<file path="src/hw/rlt_defs.svh">
// Constants of the core register bank: offsets, fields, reset values.
`ifndef RLT_DEFS_SVH
`define RLT_DEFS_SVH
`define RLT_ADDR_W 18
`define RLT_CORE_BASE 18'h30000
`define RLT_A_LOCK_HI 18'h30004
`define RLT_A_LOCK_LO 18'h30005
`define RLT_A_SCRATCH 18'h30006
`define RLT_A_SOFT_RST 18'h30007
`define RLT_A_INS_CMD 18'h3000a
`define RLT_A_STATUS 18'h3000b
`define RLT_A_FRAME_CTRL 18'h3000c
`define RLT_A_A1_VAL 18'h3000d
`define RLT_A_A2_VAL 18'h3000e
`define RLT_A_B1_MASK 18'h3000f
`define RLT_A_ALARM 18'h30010
`define RLT_A_ALARM_EN 18'h30011
`define RLT_LOCK_KEY 16'h0580
`define RLT_LOCK_RST 16'h0000
`define RLT_CTRL_RST 7'h60
`define RLT_CTRL_CNT_MSB 3
`define RLT_CTRL_LOOP 4
`define RLT_CTRL_PAR 5
`define RLT_CTRL_SCR 6
`define RLT_SOFT_RST_BIT 0
`define RLT_STATUS_ERR_BIT 0
`endif

</file>
<file path="src/hw/rlt_pkg.sv">
// Types shared by the core register bank and its channel inserters.
package rlt_pkg;
    typedef struct packed {
        logic [15:0] lock;
        logic [7:0] scratch;
        logic [6:0] ctrl;
        logic [3:0] cmd;
        logic [3:0] arm;
        logic [7:0] a1;
        logic [7:0] a2;
        logic [7:0] b1;
        logic [3:0] alarm;
        logic [3:0] alarm_en;
        logic err;
        logic ack;
        logic [7:0] rdata;
        logic rpar;
    } rlt_top_s;
    typedef struct packed {
        logic [3:0] remaining;
        logic active;
        logic done;
        logic [7:0] data;
    } rlt_ins_s;
endpackage

</file>
<file path="src/hw/rlt_ins_if.sv">
// Per-channel link between the register bank and one byte inserter.
`timescale 1ns/1ps
`default_nettype none
interface rlt_ins_if;
    logic [7:0] a1;
    logic [7:0] a2;
    logic [7:0] b1;
    logic [3:0] count;
    logic arm;
    logic done;
    logic [7:0] data_in;
    logic is_a1;
    logic is_a2;
    logic is_b1;
    logic [7:0] data_out;
    modport bank (output a1, a2, b1, count, arm, data_in, is_a1, is_a2,
                  is_b1, input done, data_out);
    modport ins (input a1, a2, b1, count, arm, data_in, is_a1, is_a2, is_b1,
                 output done, data_out);
endinterface
`default_nettype wire

</file>
<file path="src/hw/rlt_core_regs.sv">
// Core register bank: lock-protected test controls and channel alarms.
`timescale 1ns/1ps
`default_nettype none
`include "rlt_defs.svh"
module rlt_core_regs
    import rlt_pkg::*;
#(
    parameter int NCH = 4
) (
    input wire logic CLK_SYS, // Core reference clock, 100 MHz.
    input wire logic NRST, // Asynchronous reset, active low.
    input wire logic BUS_STB, // One-cycle access strobe.
    input wire logic BUS_RNW, // High read, low write.
    input wire logic [17:0] BUS_ADDR, // System bus byte address.
    input wire logic [7:0] BUS_WDATA, // Write data.
    output logic BUS_ACK, // One-cycle answer pulse.
    output logic [7:0] BUS_RDATA, // Read data, valid with BUS_ACK.
    output logic BUS_RPAR, // Read parity line, always low.
    output logic WR_DENIED, // Sticky refused-write flag.
    output logic LOOPBACK_EN, // Backplane loopback enable.
    output logic PARITY_EVEN, // Parallel bus parity: high even.
    output logic SCRAMBLE_EN, // Scrambler and descrambler enable.
    input wire logic [NCH-1:0] ALARM_IN, // Raw channel alarms.
    input wire logic [8*NCH-1:0] TX_DATA, // Transmit bytes per channel.
    input wire logic [NCH-1:0] TX_IS_A1, // Byte is an A1 byte.
    input wire logic [NCH-1:0] TX_IS_A2, // Byte is an A2 byte.
    input wire logic [NCH-1:0] TX_IS_B1, // Byte is the B1 byte.
    output logic [8*NCH-1:0] TX_DATA_OUT // Transmit bytes after insertion.
);
    rlt_top_s state_reg;
    rlt_top_s state_next;
    logic [NCH-1:0] done;
    logic [NCH-1:0] cmd_clr;
    logic unlocked;
    logic wr;
    logic rd;

    // -------------------------------------------------------------------
    // Address decode
    // -------------------------------------------------------------------
    function automatic logic hit(input logic [17:0] a,
                                 input logic [17:0] target);
        hit = (a == target);
    endfunction

    // Reset image of every register.
    function automatic rlt_top_s reset_image();
        rlt_top_s r;
        r = '0;
        r.lock = `RLT_LOCK_RST;
        r.ctrl = `RLT_CTRL_RST;
        reset_image = r;
    endfunction

    assign wr = BUS_STB && !BUS_RNW;
    assign rd = BUS_STB && BUS_RNW;
    assign unlocked = (state_reg.lock == `RLT_LOCK_KEY);

    // -------------------------------------------------------------------
    // Register update
    // -------------------------------------------------------------------
    // The lock register itself must stay writable, or a locked part could
    // never be opened; the scratch pad is the other exemption.
    always_comb begin
        state_next = state_reg;
        state_next.ack = BUS_STB;
        state_next.rpar = 1'b0;
        state_next.arm = '0;
        state_next.alarm = ALARM_IN & state_reg.alarm_en;
        // Hardware ends a command when its frames are done.
        state_next.cmd = state_reg.cmd & ~cmd_clr;
        if (rd && hit(BUS_ADDR, `RLT_A_STATUS)) begin
            state_next.err = 1'b0;
        end
        if (wr) begin
            if (hit(BUS_ADDR, `RLT_A_SCRATCH)) begin
                state_next.scratch = BUS_WDATA;
            end else if (hit(BUS_ADDR, `RLT_A_LOCK_HI)) begin
                state_next.lock[15:8] = BUS_WDATA;
            end else if (hit(BUS_ADDR, `RLT_A_LOCK_LO)) begin
                state_next.lock[7:0] = BUS_WDATA;
            end else if (!unlocked) begin
                state_next.err = 1'b1;
            end else if (hit(BUS_ADDR, `RLT_A_SOFT_RST)) begin
                if (BUS_WDATA[`RLT_SOFT_RST_BIT]) begin
                    state_next = reset_image();
                    state_next.ack = 1'b1;
                end
            end else if (hit(BUS_ADDR, `RLT_A_INS_CMD)) begin
                state_next.cmd = BUS_WDATA[NCH-1:0];
                state_next.arm = BUS_WDATA[NCH-1:0] & ~state_reg.cmd;
            end else if (hit(BUS_ADDR, `RLT_A_FRAME_CTRL)) begin
                state_next.ctrl = BUS_WDATA[6:0];
            end else if (hit(BUS_ADDR, `RLT_A_A1_VAL)) begin
                state_next.a1 = BUS_WDATA;
            end else if (hit(BUS_ADDR, `RLT_A_A2_VAL)) begin
                state_next.a2 = BUS_WDATA;
            end else if (hit(BUS_ADDR, `RLT_A_B1_MASK)) begin
                state_next.b1 = BUS_WDATA;
            end else if (hit(BUS_ADDR, `RLT_A_ALARM_EN)) begin
                state_next.alarm_en = BUS_WDATA[NCH-1:0];
            end
        end
        // Read mux: write-only soft reset and unmapped offsets read zero.
        state_next.rdata = 8'h00;
        if (rd) begin
            unique case (1'b1)
                hit(BUS_ADDR, `RLT_A_LOCK_HI):
                    state_next.rdata = state_reg.lock[15:8];
                hit(BUS_ADDR, `RLT_A_LOCK_LO):
                    state_next.rdata = state_reg.lock[7:0];
                hit(BUS_ADDR, `RLT_A_SCRATCH):
                    state_next.rdata = state_reg.scratch;
                hit(BUS_ADDR, `RLT_A_INS_CMD):
                    state_next.rdata = {4'h0, state_reg.cmd};
                hit(BUS_ADDR, `RLT_A_STATUS):
                    state_next.rdata = {7'h00, state_reg.err};
                hit(BUS_ADDR, `RLT_A_FRAME_CTRL):
                    state_next.rdata = {1'b0, state_reg.ctrl};
                hit(BUS_ADDR, `RLT_A_A1_VAL):
                    state_next.rdata = state_reg.a1;
                hit(BUS_ADDR, `RLT_A_A2_VAL):
                    state_next.rdata = state_reg.a2;
                hit(BUS_ADDR, `RLT_A_B1_MASK):
                    state_next.rdata = state_reg.b1;
                hit(BUS_ADDR, `RLT_A_ALARM):
                    state_next.rdata = {4'h0, state_reg.alarm};
                hit(BUS_ADDR, `RLT_A_ALARM_EN):
                    state_next.rdata = {4'h0, state_reg.alarm_en};
                default:
                    state_next.rdata = 8'h00;
            endcase
        end
    end

    // Every register runs on the core reference clock alone.
    always_ff @(posedge CLK_SYS or negedge NRST) begin
        if (!NRST) begin
            state_reg <= reset_image();
        end else begin
            state_reg <= state_next;
        end
    end

    // -------------------------------------------------------------------
    // Channel inserters
    // -------------------------------------------------------------------
    // All channels share one structure and one set of insert values.
    genvar g;
    generate
        for (g = 0; g < NCH; g = g + 1) begin : g_ch
            rlt_ins_if ch_if ();
            assign ch_if.a1 = state_reg.a1;
            assign ch_if.a2 = state_reg.a2;
            assign ch_if.b1 = state_reg.b1;
            assign ch_if.count = state_reg.ctrl[`RLT_CTRL_CNT_MSB:0];
            assign ch_if.arm = state_reg.arm[g];
            assign ch_if.data_in = TX_DATA[8*g +: 8];
            assign ch_if.is_a1 = TX_IS_A1[g];
            assign ch_if.is_a2 = TX_IS_A2[g];
            assign ch_if.is_b1 = TX_IS_B1[g];
            assign done[g] = ch_if.done;
            // A fresh arm in flight outranks the clear of the old run.
            // Only registered state is read here, so no loop through the
            // next-state logic can form.
            assign cmd_clr[g] = done[g] && !state_reg.arm[g];
            assign TX_DATA_OUT[8*g +: 8] = ch_if.data_out;
            rlt_ins u_ins (
                .clk_sys(CLK_SYS),
                .nrst(NRST),
                .port_i(ch_if.ins)
            );
        end
    endgenerate

    // -------------------------------------------------------------------
    // Outputs
    // -------------------------------------------------------------------
    assign BUS_ACK = state_reg.ack;
    assign BUS_RDATA = state_reg.rdata;
    assign BUS_RPAR = state_reg.rpar;
    assign WR_DENIED = state_reg.err;
    assign LOOPBACK_EN = state_reg.ctrl[`RLT_CTRL_LOOP];
    assign PARITY_EVEN = state_reg.ctrl[`RLT_CTRL_PAR];
    assign SCRAMBLE_EN = state_reg.ctrl[`RLT_CTRL_SCR];
endmodule
`default_nettype wire

</file>
<file path="src/hw/rlt_ins.sv">
// Transmit byte inserter for one channel: A1/A2 replacement and B1 flip.
`timescale 1ns/1ps
`default_nettype none
`include "rlt_defs.svh"
module rlt_ins
    import rlt_pkg::*;
(
    input wire logic clk_sys, // Core reference clock.
    input wire logic nrst, // Asynchronous reset, active low.
    rlt_ins_if.ins port_i // Settings in, bytes in and out.
);
    rlt_ins_s state_reg;
    rlt_ins_s state_next;

    // A frame counts as corrupted once its A2 byte has been replaced.
    always_comb begin
        state_next = state_reg;
        state_next.done = 1'b0;
        state_next.data = port_i.data_in;
        if (port_i.arm) begin
            state_next.remaining = port_i.count;
            state_next.active = (port_i.count != 4'h0);
            state_next.done = (port_i.count == 4'h0);
        end else if (state_reg.active && port_i.is_a1) begin
            state_next.data = port_i.a1;
        end else if (state_reg.active && port_i.is_a2) begin
            state_next.data = port_i.a2;
            state_next.remaining = state_reg.remaining - 4'h1;
            if (state_reg.remaining == 4'h1) begin
                state_next.active = 1'b0;
                state_next.done = 1'b1;
            end
        end
        if (port_i.is_b1) begin
            state_next.data = port_i.data_in ^ port_i.b1;
        end
    end

    always_ff @(posedge clk_sys or negedge nrst) begin
        if (!nrst) begin
            state_reg <= '0;
        end else begin
            state_reg <= state_next;
        end
    end

    assign port_i.done = state_reg.done;
    assign port_i.data_out = state_reg.data;
endmodule
`default_nettype wire

</file>
<file path="config.mk">
export PLATFORM = sky130hd
export DESIGN_NAME = rlt_core_regs
export DESIGN_NICKNAME = d
export VERILOG_FILES = /design/src/hw/rlt_pkg.sv /design/src/hw/rlt_ins_if.sv /design/src/hw/rlt_core_regs.sv /design/src/hw/rlt_ins.sv
export VERILOG_INCLUDE_DIRS = /design/src /design/src/hw
export SDC_FILE = /design/constraint.sdc
export NUM_CORES = 1
export LEC_CHECK = 0
export ABC_CLOCK_PERIOD_IN_PS = 2350
export BUFFER_PORTS_ARGS = -buffer_cell sky130_fd_sc_hd__buf_2
export CORE_MARGIN = 4
export CORE_UTILIZATION = 30
export CTS_BUF_LIST = sky130_fd_sc_hd__clkbuf_4
export CTS_CLUSTER_DIAMETER = 80
export DETAILED_ROUTE_END_ITERATION = 7
export GPL_TIMING_DRIVEN = 0
export PLACE_DENSITY = 0.56
export SKIP_CTS_REPAIR_TIMING = 1
export SYNTH_ARGS = -nofsm -noshare
export SYNTH_HDL_FRONTEND = slang
export SYNTH_SLANG_ARGS = --single-unit
</file>
<file path="constraint.sdc">
create_clock -name CLK_SYS -period 2.35 [get_ports CLK_SYS]
set_clock_uncertainty 0.2 [all_clocks]
set_input_delay 0 -clock CLK_SYS [delete_from_list [all_inputs] [get_ports CLK_SYS]]
set_output_delay 0 -clock CLK_SYS [all_outputs]
set_load 0.02 [all_outputs]
</file>
==> impl_metrics.ini, run 1 <==
[run_status]
status = complete, but fails checks
failed_checks = hold timing, setup timing

[sta]
whs_ns = -0.443
rsz0062_at_grt = yes
tightest_slew_ns = 0.909
timing.final.crit_share = 1.16
drv_slew = 0
hold_viol = 10
finalSetupViolations = 76
fin_crit_ns = 2.73
clock.fmax_mhz = 366
relSlewSlack = 0.388
setup_slack_ns = -0.382
totalNegativeSetupSlack_ns = -19.90

[clocking]
path_clk_slew_ns = 0.12
clock_latency_ns = 0.57
cts.sinks = 137
cts_buffers = 17
cts-htree-levels = 4
cts_root_buf = clkbuf_4
cts_buffer_depth = 2
cts_tree = built

[global_route]
antenna_found_initial = 0
grt.total_usage = 0.169
grt_pass1_wl_mm = 38.6
gr-total-overflow = 0
grt_pass1_vias = 6804
grt_max_degree = 88

[detailed_routing]
wl_met1_mm = 12.1
met3_length_mm = 1.67
vias = 7467
ant_nets = 0
dr.pass1.iters = 6
drtIter0Drc = 493
finalWirelength_mm = 25.9
viasPerCell = 5.03
wl_per_cell_um = 17.5
route.detailed.drc = 0
wl_met2_mm = 11.9
dr.max_layer_used = met4

[synthesis]
synth_common_cells = 135 x dfrtp_1, 112 x o21ai_0, 109 x nand2_1, 46 x nor2_1, 44 x buf_4
synth_cell_type_count = 60
synthArstFlopShare = 1.00
synth_area_per_cell_sq_um = 9.07
synth_top_flop_cell = dfrtp_1
syn_nets = 958
synth_top_area_frac = 0.427
netlist_area_sq_um = 7910
synth_edf_count = 0
synthTopCellsByArea = dfrtp_1 43%, o21ai_0 7.1%, nand2_1 5.2%, buf_4 4.2%, xor2_1 3.2%
yosysTopAreaCell = dfrtp_1
ys_seq_elements = 137
seq_area_frac_synth = 0.434
yosysMostFrequentCell = dfrtp_1
synthCells = 872
ys_warn_count = 0

[place]
place_congestion = 0.888
place_ws_ns = -0.440
portBuffers = 113
dpl.hpwl_mm = 18.6

[die]
pin_count = 124
core_area_sq_um = 26000
start_util = 0.304
die_y_um = 170
die_width_um = 170
num_rows = 59
dieArea_sq_um = 29000

[finish]
syn_to_final_growth_pct = 35.7
drive_gt1_frac = 0.232
regArea_sq_um = 3430
multi_input_area_sq_um = 3910
largest_register_ffs = 36
n_antenna_cell = 0
n_fill_cell = 2585
fin_util = 0.413
nNetsFinal = 1223

[setup_path]
cp-end-kind = flip-flop
start_kind = flip-flop
required_ns = 2.65
crit_fanout = 8
crit_arrival_ns = 3.03
critPathKind = flip-flop to flip-flop

[pwr]
power_leakage_nw = 4.69
powerDensity_nw_per_um2 = 626
ir_drop_mv = 0.371

[min_path]
hold_path.class = input port to flip-flop

[run]
max-cap-violations = 0
-- metrics by stage --
stage	hold WS (ns)	area, sq um	std cells	total power, mW
detailed placement	-0.212	8940	1321	4.74
CTS	-0.846	9280	1353	6.55
global route	-0.475	10700	1485	7.16
floorplan	-0.496	7920	872	4.17
global placement	0.0237	8910	1320	4.71
finish	-0.443	10700	1485	6.72
-- power by group --
group / internal (mW) / switching, mW / leakage (nW) / total, mW
combinational: 0.906 / 1.10 / 2.85 / 2.01
clock: 0.863 / 0.959 / 0.167 / 1.82
sequential: 2.68 / 0.211 / 1.68 / 2.89
-- logic make-up after synthesis --
family / count (synthesis) / share of synthesized area
fa+ha+maj: 8 / 0.0127
xor+xnor: 41 / 0.0454
compound gates: 280 / 0.233
simple gates: 244 / 0.153
other cells: 1 / 0.000474
flops: 137 / 0.434
buf+inv: 141 / 0.0891
mux: 20 / 0.0329
-- layout make-up --
class	instances	share of cell area
buffer	99	0.0533
clock buffer	18	0.0126
clock inverter	14	0.0184
inverter	42	0.0147
multi-input combinational	594	0.365
sequential	137	0.320
tap	335	0.0391
timing repair buffer	246	0.177
-- cells in the final DEF (no fill, tap or decap), drive strengths merged, types with 9 or more instances in the layout --
master | Yosys | routed
a21boi | 9 | 9
a21oi | 21 | 21
o21ai | 115 | 115
inv | 42 | 44
dfrtp | 135 | 135
dlygate4sd3 | 0 | 110
nor2 | 46 | 46
buf | 59 | 196
clkbuf | 40 | 57
a21o | 26 | 26
xnor2 | 12 | 12
nor4 | 14 | 14
nand3 | 12 | 12
or4 | 9 | 9
xor2 | 29 | 29
o211ai | 31 | 31
a22o | 19 | 19
a31oi | 20 | 20
nor3 | 14 | 14
nand2 | 109 | 109
a211oi | 9 | 9
a22oi | 14 | 14
-- critical path, cell delays in order, from the launching register on --
cell and delay (ns):
dfrtp_1 0.41, or4_4 0.58, or4_4 0.60, a211oi_4 0.23, buf_6 0.17, and4_1 0.23, buf_6 0.15, a21o_1 0.11
-- per-layer routing --
layer / vias to the layer above / track usage
li1: 3593 / -
met1: 3586 / 0.242
met2: 258 / 0.268
met3: 30 / 0.0334
met4: 0 / 0.0333
met5: - / 0
-- path summary, 6_finish.rpt --
check	cells after the start	endpoint	slack, ns	startpoint
worst max-delay path	7	g_ch[0].ch_if.a1[6]	-0.38	state_reg[69]
worst min-delay path	2	state_reg[65]	-0.44	BUS_WDATA[7]
worst max register to register	7	g_ch[0].ch_if.a1[6]	-0.38	state_reg[69]
worst min register to register	1	g_ch[1].ch_if.arm	0.26	state_reg[48]
max in group asynchronous	4	PARITY_EVEN	1.19	NRST
min in group asynchronous	4	g_ch[3].u_ins.port_i.data_out[7]	0.32	NRST
Power figures use the tool's default switching activity.
==> run 2: changes to the inputs <==
--- a/config.mk
+++ b/config.mk
@@ -6,7 +6,7 @@
 export SDC_FILE = /design/constraint.sdc
 export NUM_CORES = 1
 export LEC_CHECK = 0
-export ABC_CLOCK_PERIOD_IN_PS = 2350
+export ABC_CLOCK_PERIOD_IN_PS = 3500
 export BUFFER_PORTS_ARGS = -buffer_cell sky130_fd_sc_hd__buf_2
 export CORE_MARGIN = 4
 export CORE_UTILIZATION = 30
@@ -14,7 +14,7 @@
 export CTS_CLUSTER_DIAMETER = 80
 export DETAILED_ROUTE_END_ITERATION = 7
 export GPL_TIMING_DRIVEN = 0
-export PLACE_DENSITY = 0.56
+export PLACE_DENSITY = 0.55
 export SKIP_CTS_REPAIR_TIMING = 1
 export SYNTH_ARGS = -nofsm -noshare
 export SYNTH_HDL_FRONTEND = slang
==> constraint.sdc (replaced) <==
create_clock -name CLK_SYS -period 3.5 [get_ports CLK_SYS]
set_clock_uncertainty 0.2 [all_clocks]
set_input_delay 0 -clock CLK_SYS [delete_from_list [all_inputs] [get_ports CLK_SYS]]
set_output_delay 0 -clock CLK_SYS [all_outputs]
set_load 0.02 [all_outputs]
==> run 2 against run 1 <==
Against the previous run:
- highest routed layer unchanged
- sequential cell count is the same
- count of clock-buffer cells in the layout shrank 1
- critical endpoint is now state_reg[12]
- worst setup slack gained 0.46 ns
- clock power shrank 37%
- the flow finishes with violations (hold timing)
==> impl_metrics.ini, run 2 (synthesis gave the netlist of run 1 again) <==
[run_status]
status = complete, but fails checks
failed_checks = hold timing

[die]
die_width_um = 170
dieArea_sq_um = 29000
pin_count = 124
die_y_um = 170
core_area_sq_um = 26000
num_rows = 59
start_util = 0.304

[finish]
n_antenna_cell = 0
largest_register_ffs = 36
n_fill_cell = 2584
final_cell_mix = 135 x dfrtp_1, 128 x dlygate4sd3_1, 114 x buf_2
nNetsFinal = 1220
layout_commonest_cell = dfrtp_1
drive_gt1_frac = 0.193
fin_util = 0.405
syn_to_final_growth_pct = 33.2

[global_route]
grt_pass1_vias = 6821
grt_max_degree = 93
grt_pass1_wl_mm = 38.9
grt.total_usage = 0.171
antenna_found_initial = 0
gr-total-overflow = 0

[detailed_routing]
finalWirelength_mm = 25.9
viasPerCell = 5.07
wl_per_cell_um = 17.5
route.detailed.drc = 0
ant_nets = 0
drtIter0Drc = 578
dr.pass1.iters = 5
vias = 7503

[clocking]
path_clk_slew_ns = 0.12
cts_buffer_depth = 2
cts_root_buf = clkbuf_4
cts_buffers = 17
cts-htree-levels = 4
cts.sinks = 137
cts_tree = built
clock_latency_ns = 0.57

[min_path]
holdCritStartpoint = TX_IS_B1[2]
hold_path.class = input port to flip-flop

[setup_path]
critPathKind = flip-flop to flip-flop
cp-end-kind = flip-flop
crit_slowest_cell = or4_1
startpoint = state_reg[72]
start_kind = flip-flop
r2r-start = state_reg[72]
crit_arrival_ns = 3.67
crit_fanout = 10
max_stage_delay_ns = 0.62
required_ns = 3.75
crit_chain = or4_1 > or4_4 > a211oi_4 > buf_4 > a31oi_1 > a21o_1 > dlygate4sd3_1

[sta]
tightest_slew_ns = 1.05
fin_crit_ns = 3.42
relSlewSlack = 0.292
drv_slew = 0
hold_viol = 6
timing.final.crit_share = 0.979
whs_ns = -0.0926
finalSetupViolations = 0
clock.fmax_mhz = 292

[place]
portBuffers = 113
dpl.hpwl_mm = 18.6
place_congestion = 0.892

[run]
max-cap-violations = 0

[pwr]
power_leakage_nw = 4.61
powerDensity_nw_per_um2 = 427
ir_drop_mv = 0.269
power_mw = 4.50
==> run 2: cell types whose count changed in the layout (fill, tap and decap cells not counted), sizes merged <==
cell / change
bufinv: -1
clkinvlp: -1
inv: +1
buf: -22
dlygate4sd3: +18
clkinv: +1
==> run 2: worst paths after layout <==
check                      slack (ns)                          endpoint  cells after the start
max                              0.08                     state_reg[12]                      7
min                             -0.09  g_ch[2].u_ins.port_i.data_out[3]                      4
max reg2reg                      0.08                     state_reg[12]                      7
min reg2reg                      0.26                 g_ch[3].ch_if.arm                      1
max in group asynchronous        2.35                     state_reg[47]                      4
min in group asynchronous        0.28                     state_reg[78]                      4
==> run 2: worst max-delay path, delay by kind of cell, from the launching register on <==
family,cells,cell delay (ns)
compound gates,3,0.67
buf+inv,2,0.81
flops,1,0.42
simple gates,2,1.21
==> run 2: layer usage <==
| metal | routed length, um | up-vias | track usage |
|---|---|---|---|
| li1 | - | 3581 | - |
| met1 | 12200 | 3621 | 0.251 |
| met2 | 11800 | 278 | 0.265 |
| met3 | 1590 | 23 | 0.0316 |
| met4 | 277 | 0 | 0.0344 |
| met5 | 0 | - | 0 |
==> run 2: through the flow <==
stage / std cells / worst slack, ns / hold WS [ns] / TNS (ns) / cell area [sq um]
final: 1481 / 0.0750 / -0.0926 / 0 / 10500
after global routing: 1481 / -0.00562 / -0.0315 / -0.00562 / 10500
after CTS: 1352 / 0.551 / -0.863 / 0 / 9230
after detailed placement: 1321 / 0.570 / -0.225 / 0 / 8930
after global placement: 1320 / 0.179 / 0.0229 / 0 / 8890
after floorplan: 872 / 0.942 / -0.496 / 0 / 7910
==> run 2: cell type report <==
cell class / instances / area [sq um] / area share
buffer: 99 / 547 / 0.0519
inverter: 42 / 158 / 0.0150
sequential: 137 / 3430 / 0.326
timing repair buffer: 243 / 1910 / 0.181
tap: 335 / 419 / 0.0398
multi-input combinational: 594 / 3770 / 0.358
clock inverter: 14 / 171 / 0.0163
clock buffer: 17 / 128 / 0.0121
==> run 2: report_power, final <==
| group | internal, mW | leakage (nW) | switching, mW |
|---|---|---|---|
| clock network | 0.495 | 0.155 | 0.640 |
| logic | 0.674 | 2.78 | 0.752 |
| registers | 1.80 | 1.68 | 0.136 |
==> run 3: changes to the inputs <==
--- a/config.mk
+++ b/config.mk
@@ -6,7 +6,7 @@
 export SDC_FILE = /design/constraint.sdc
 export NUM_CORES = 1
 export LEC_CHECK = 0
-export ABC_CLOCK_PERIOD_IN_PS = 3500
+export ABC_CLOCK_PERIOD_IN_PS = 3100
 export BUFFER_PORTS_ARGS = -buffer_cell sky130_fd_sc_hd__buf_2
 export CORE_MARGIN = 4
 export CORE_UTILIZATION = 30
@@ -14,7 +14,7 @@
 export CTS_CLUSTER_DIAMETER = 80
 export DETAILED_ROUTE_END_ITERATION = 7
 export GPL_TIMING_DRIVEN = 0
-export PLACE_DENSITY = 0.55
+export PLACE_DENSITY = 0.56
 export SKIP_CTS_REPAIR_TIMING = 1
 export SYNTH_ARGS = -nofsm -noshare
 export SYNTH_HDL_FRONTEND = slang
==> constraint.sdc (replaced) <==
create_clock -name CLK_SYS -period 3.1 [get_ports CLK_SYS]
set_clock_uncertainty 0.2 [all_clocks]
set_input_delay 0.31 -clock CLK_SYS [delete_from_list [all_inputs] [get_ports CLK_SYS]]
set_output_delay 0.31 -clock CLK_SYS [all_outputs]
set_load 0.02 [all_outputs]
==> run 3 against run 2 <==
Against the previous run:
- the flow now finishes without violations
- count of clock-buffer cells in the layout increased by 1
- total power rose by 13%
- combinational power is 3% higher
- non-clock buffer count decreased by 69
- clock power is 23% higher
- sequential power is 13% higher
- sequential share of layout area increased by 2.2 points
- via count down 4.8%
- register-to-register slack lost 0.05 ns
- sequential cell count unchanged
- critical path type unchanged
- largest cell class unchanged
==> impl_metrics.ini, run 3 (synthesis gave the netlist of run 1 again) <==
[global_route]
grt_util_met3 = 0.0369
top_usage_layer = met2
grt.total_usage = 0.166
use_met2 = 0.252
antenna_found_initial = 0
met1_usage = 0.242
grt_pass1_vias = 6578
grt_max_degree = 100
grt_pass1_wl_mm = 37.5
gr-total-overflow = 0

[clocking]
cts_buffers = 17
cts_buffer_depth = 2
cts_tree = built
cts_root_buf = clkbuf_4
clock_latency_ns = 0.57
path_clk_slew_ns = 0.13
cts.sinks = 137
cts-htree-levels = 4

[finish]
n_antenna_cell = 0
syn_to_final_growth_pct = 24.8
n_fill_cell = 2666
nNetsFinal = 1151
largest_register_ffs = 36
stdcell_area_sq_um = 9870
final_cell_mix = 135 x dfrtp_1, 114 x buf_2, 112 x o21ai_0
drive_gt1_frac = 0.205
layout_commonest_cell = dfrtp_1

[pwr]
comb_power_share = 0.292
powerDensity_nw_per_um2 = 513
ir_drop_mv = 0.278
swShare = 0.339
p_switching_mw = 1.72
seq_power_share = 0.431
pwr-share-clk = 0.276
intPower_mw = 3.35
power_leakage_nw = 4.39

[detailed_routing]
dr.pass1.iters = 5
route.detailed.drc = 0
finalWirelength_mm = 24.9
viasPerCell = 5.05
vias = 7140
ant_nets = 0
drtIter0Drc = 759
wl_per_cell_um = 17.6

[sta]
rsz0062_at_grt = no
fin_crit_ns = 3.07
totalNegativeSetupSlack_ns = 0
hold_viol = 0
finalSetupViolations = 0
timing.final.crit_share = 0.990
clock.fmax_mhz = 326
drv_slew = 0
relSlewSlack = 0.364
tightest_slew_ns = 0.950

[setup_path]
crit_slowest_cell = or4_1
critPathKind = flip-flop to flip-flop
reg2reg_depth = 6
start_kind = flip-flop
crit_fanout = 10
crit_arrival_ns = 3.33
max_stage_delay_ns = 0.61
required_ns = 3.36
reg2reg_to = state_reg[49]
cp-end-kind = flip-flop
reg2reg_slack_ns = 0.03
crit_chain = or4_1 > or4_4 > a211oi_4 > buf_4 > a21boi_0 > o21ai_1
r2r-start = state_reg[80]

[place]
dpl.hpwl_mm = 18.4
place_congestion = 0.888
portBuffers = 113
dpl_cell_area_sq_um = 8930

[die]
core_area_sq_um = 26000
die_width_um = 170
start_util = 0.304
num_rows = 59
dieArea_sq_um = 29000
pin_count = 124
die_y_um = 170

[run_status]
status = finished, final reports clean

[run]
max-cap-violations = 0

[min_path]
holdCritStartpoint = TX_IS_A1[1]
hold_end = g_ch[1].u_ins.port_i.data_out[6]
hold_path.class = input port to flip-flop
holdPathStages = 4
[run 3: area by class of cell]
cell class                 instances  area, sq um  share of cell area
buffer                            99          547              0.0554
clock inverter                    14          198              0.0200
multi-input combinational        594         3780               0.383
sequential                       137         3430               0.348
timing repair buffer             174         1200               0.122
tap                              335          419              0.0425
clock buffer                      18          135              0.0137
inverter                          42          158              0.0160
[run 3: worst max-delay path by stage]
| stage | cells after the start | endpoint | startpoint | slack (ns) |
|---|---|---|---|---|
| after floorplan | 7 | WR_DENIED | BUS_ADDR[11] | 0.53 |
| after global placement | 1 | g_ch[1].u_ins.port_i.data_out[6] | NRST | -0.49 |
| after detailed placement | 7 | BUS_RDATA[0] | BUS_ADDR[0] | 0.004 |
| after CTS | 6 | state_reg[49] | state_reg[80] | 0.09 |
| after global routing | 6 | state_reg[49] | state_reg[72] | 0.005 |
| final | 6 | state_reg[49] | state_reg[80] | 0.03 |
[run 3: worst max-delay path: cells and delay by family, from the launching register on]
kind | cells | cell delay (ns)
AOI/OAI and AO/OA | 3 | 0.87
buffers and inverters | 1 | 0.27
DFF | 1 | 0.43
and+or+nand+nor | 2 | 1.21
[run 3: through the flow]
step | std cells | utilization | power [mW] | setup slack [ns] | hold slack, ns
after detailed placement | 1321 | 0.344 | 3.60 | 0.00378 | 0.0538
after CTS | 1353 | 0.356 | 4.99 | 0.0945 | -0.581
after floorplan | 872 | - | 3.16 | 0.526 | -0.186
after global routing | 1413 | 0.380 | 5.39 | 0.00546 | 0.0103
final | 1413 | 0.380 | 5.07 | 0.0298 | 0.0157
after global placement | 1320 | 0.342 | 3.57 | -0.486 | 0.228
[run 3: routing by layer]
metal  share of wire  vias up
met2            0.44      275
met1            0.47     3385
met4           0.017        0
li1                -     3451
met3           0.068       29
met5               0        -
[run 3: power by group through the flow]
stage | Sequential (mW) | Clock (mW) | Combinational [mW]
after floorplan | 2.18 | 0 | 0.979
after global placement | 2.22 | 0 | 1.35
after detailed placement | 2.22 | 0 | 1.38
after CTS | 2.18 | 1.42 | 1.38
after global routing | 2.22 | 1.51 | 1.66
final | 2.19 | 1.40 | 1.48
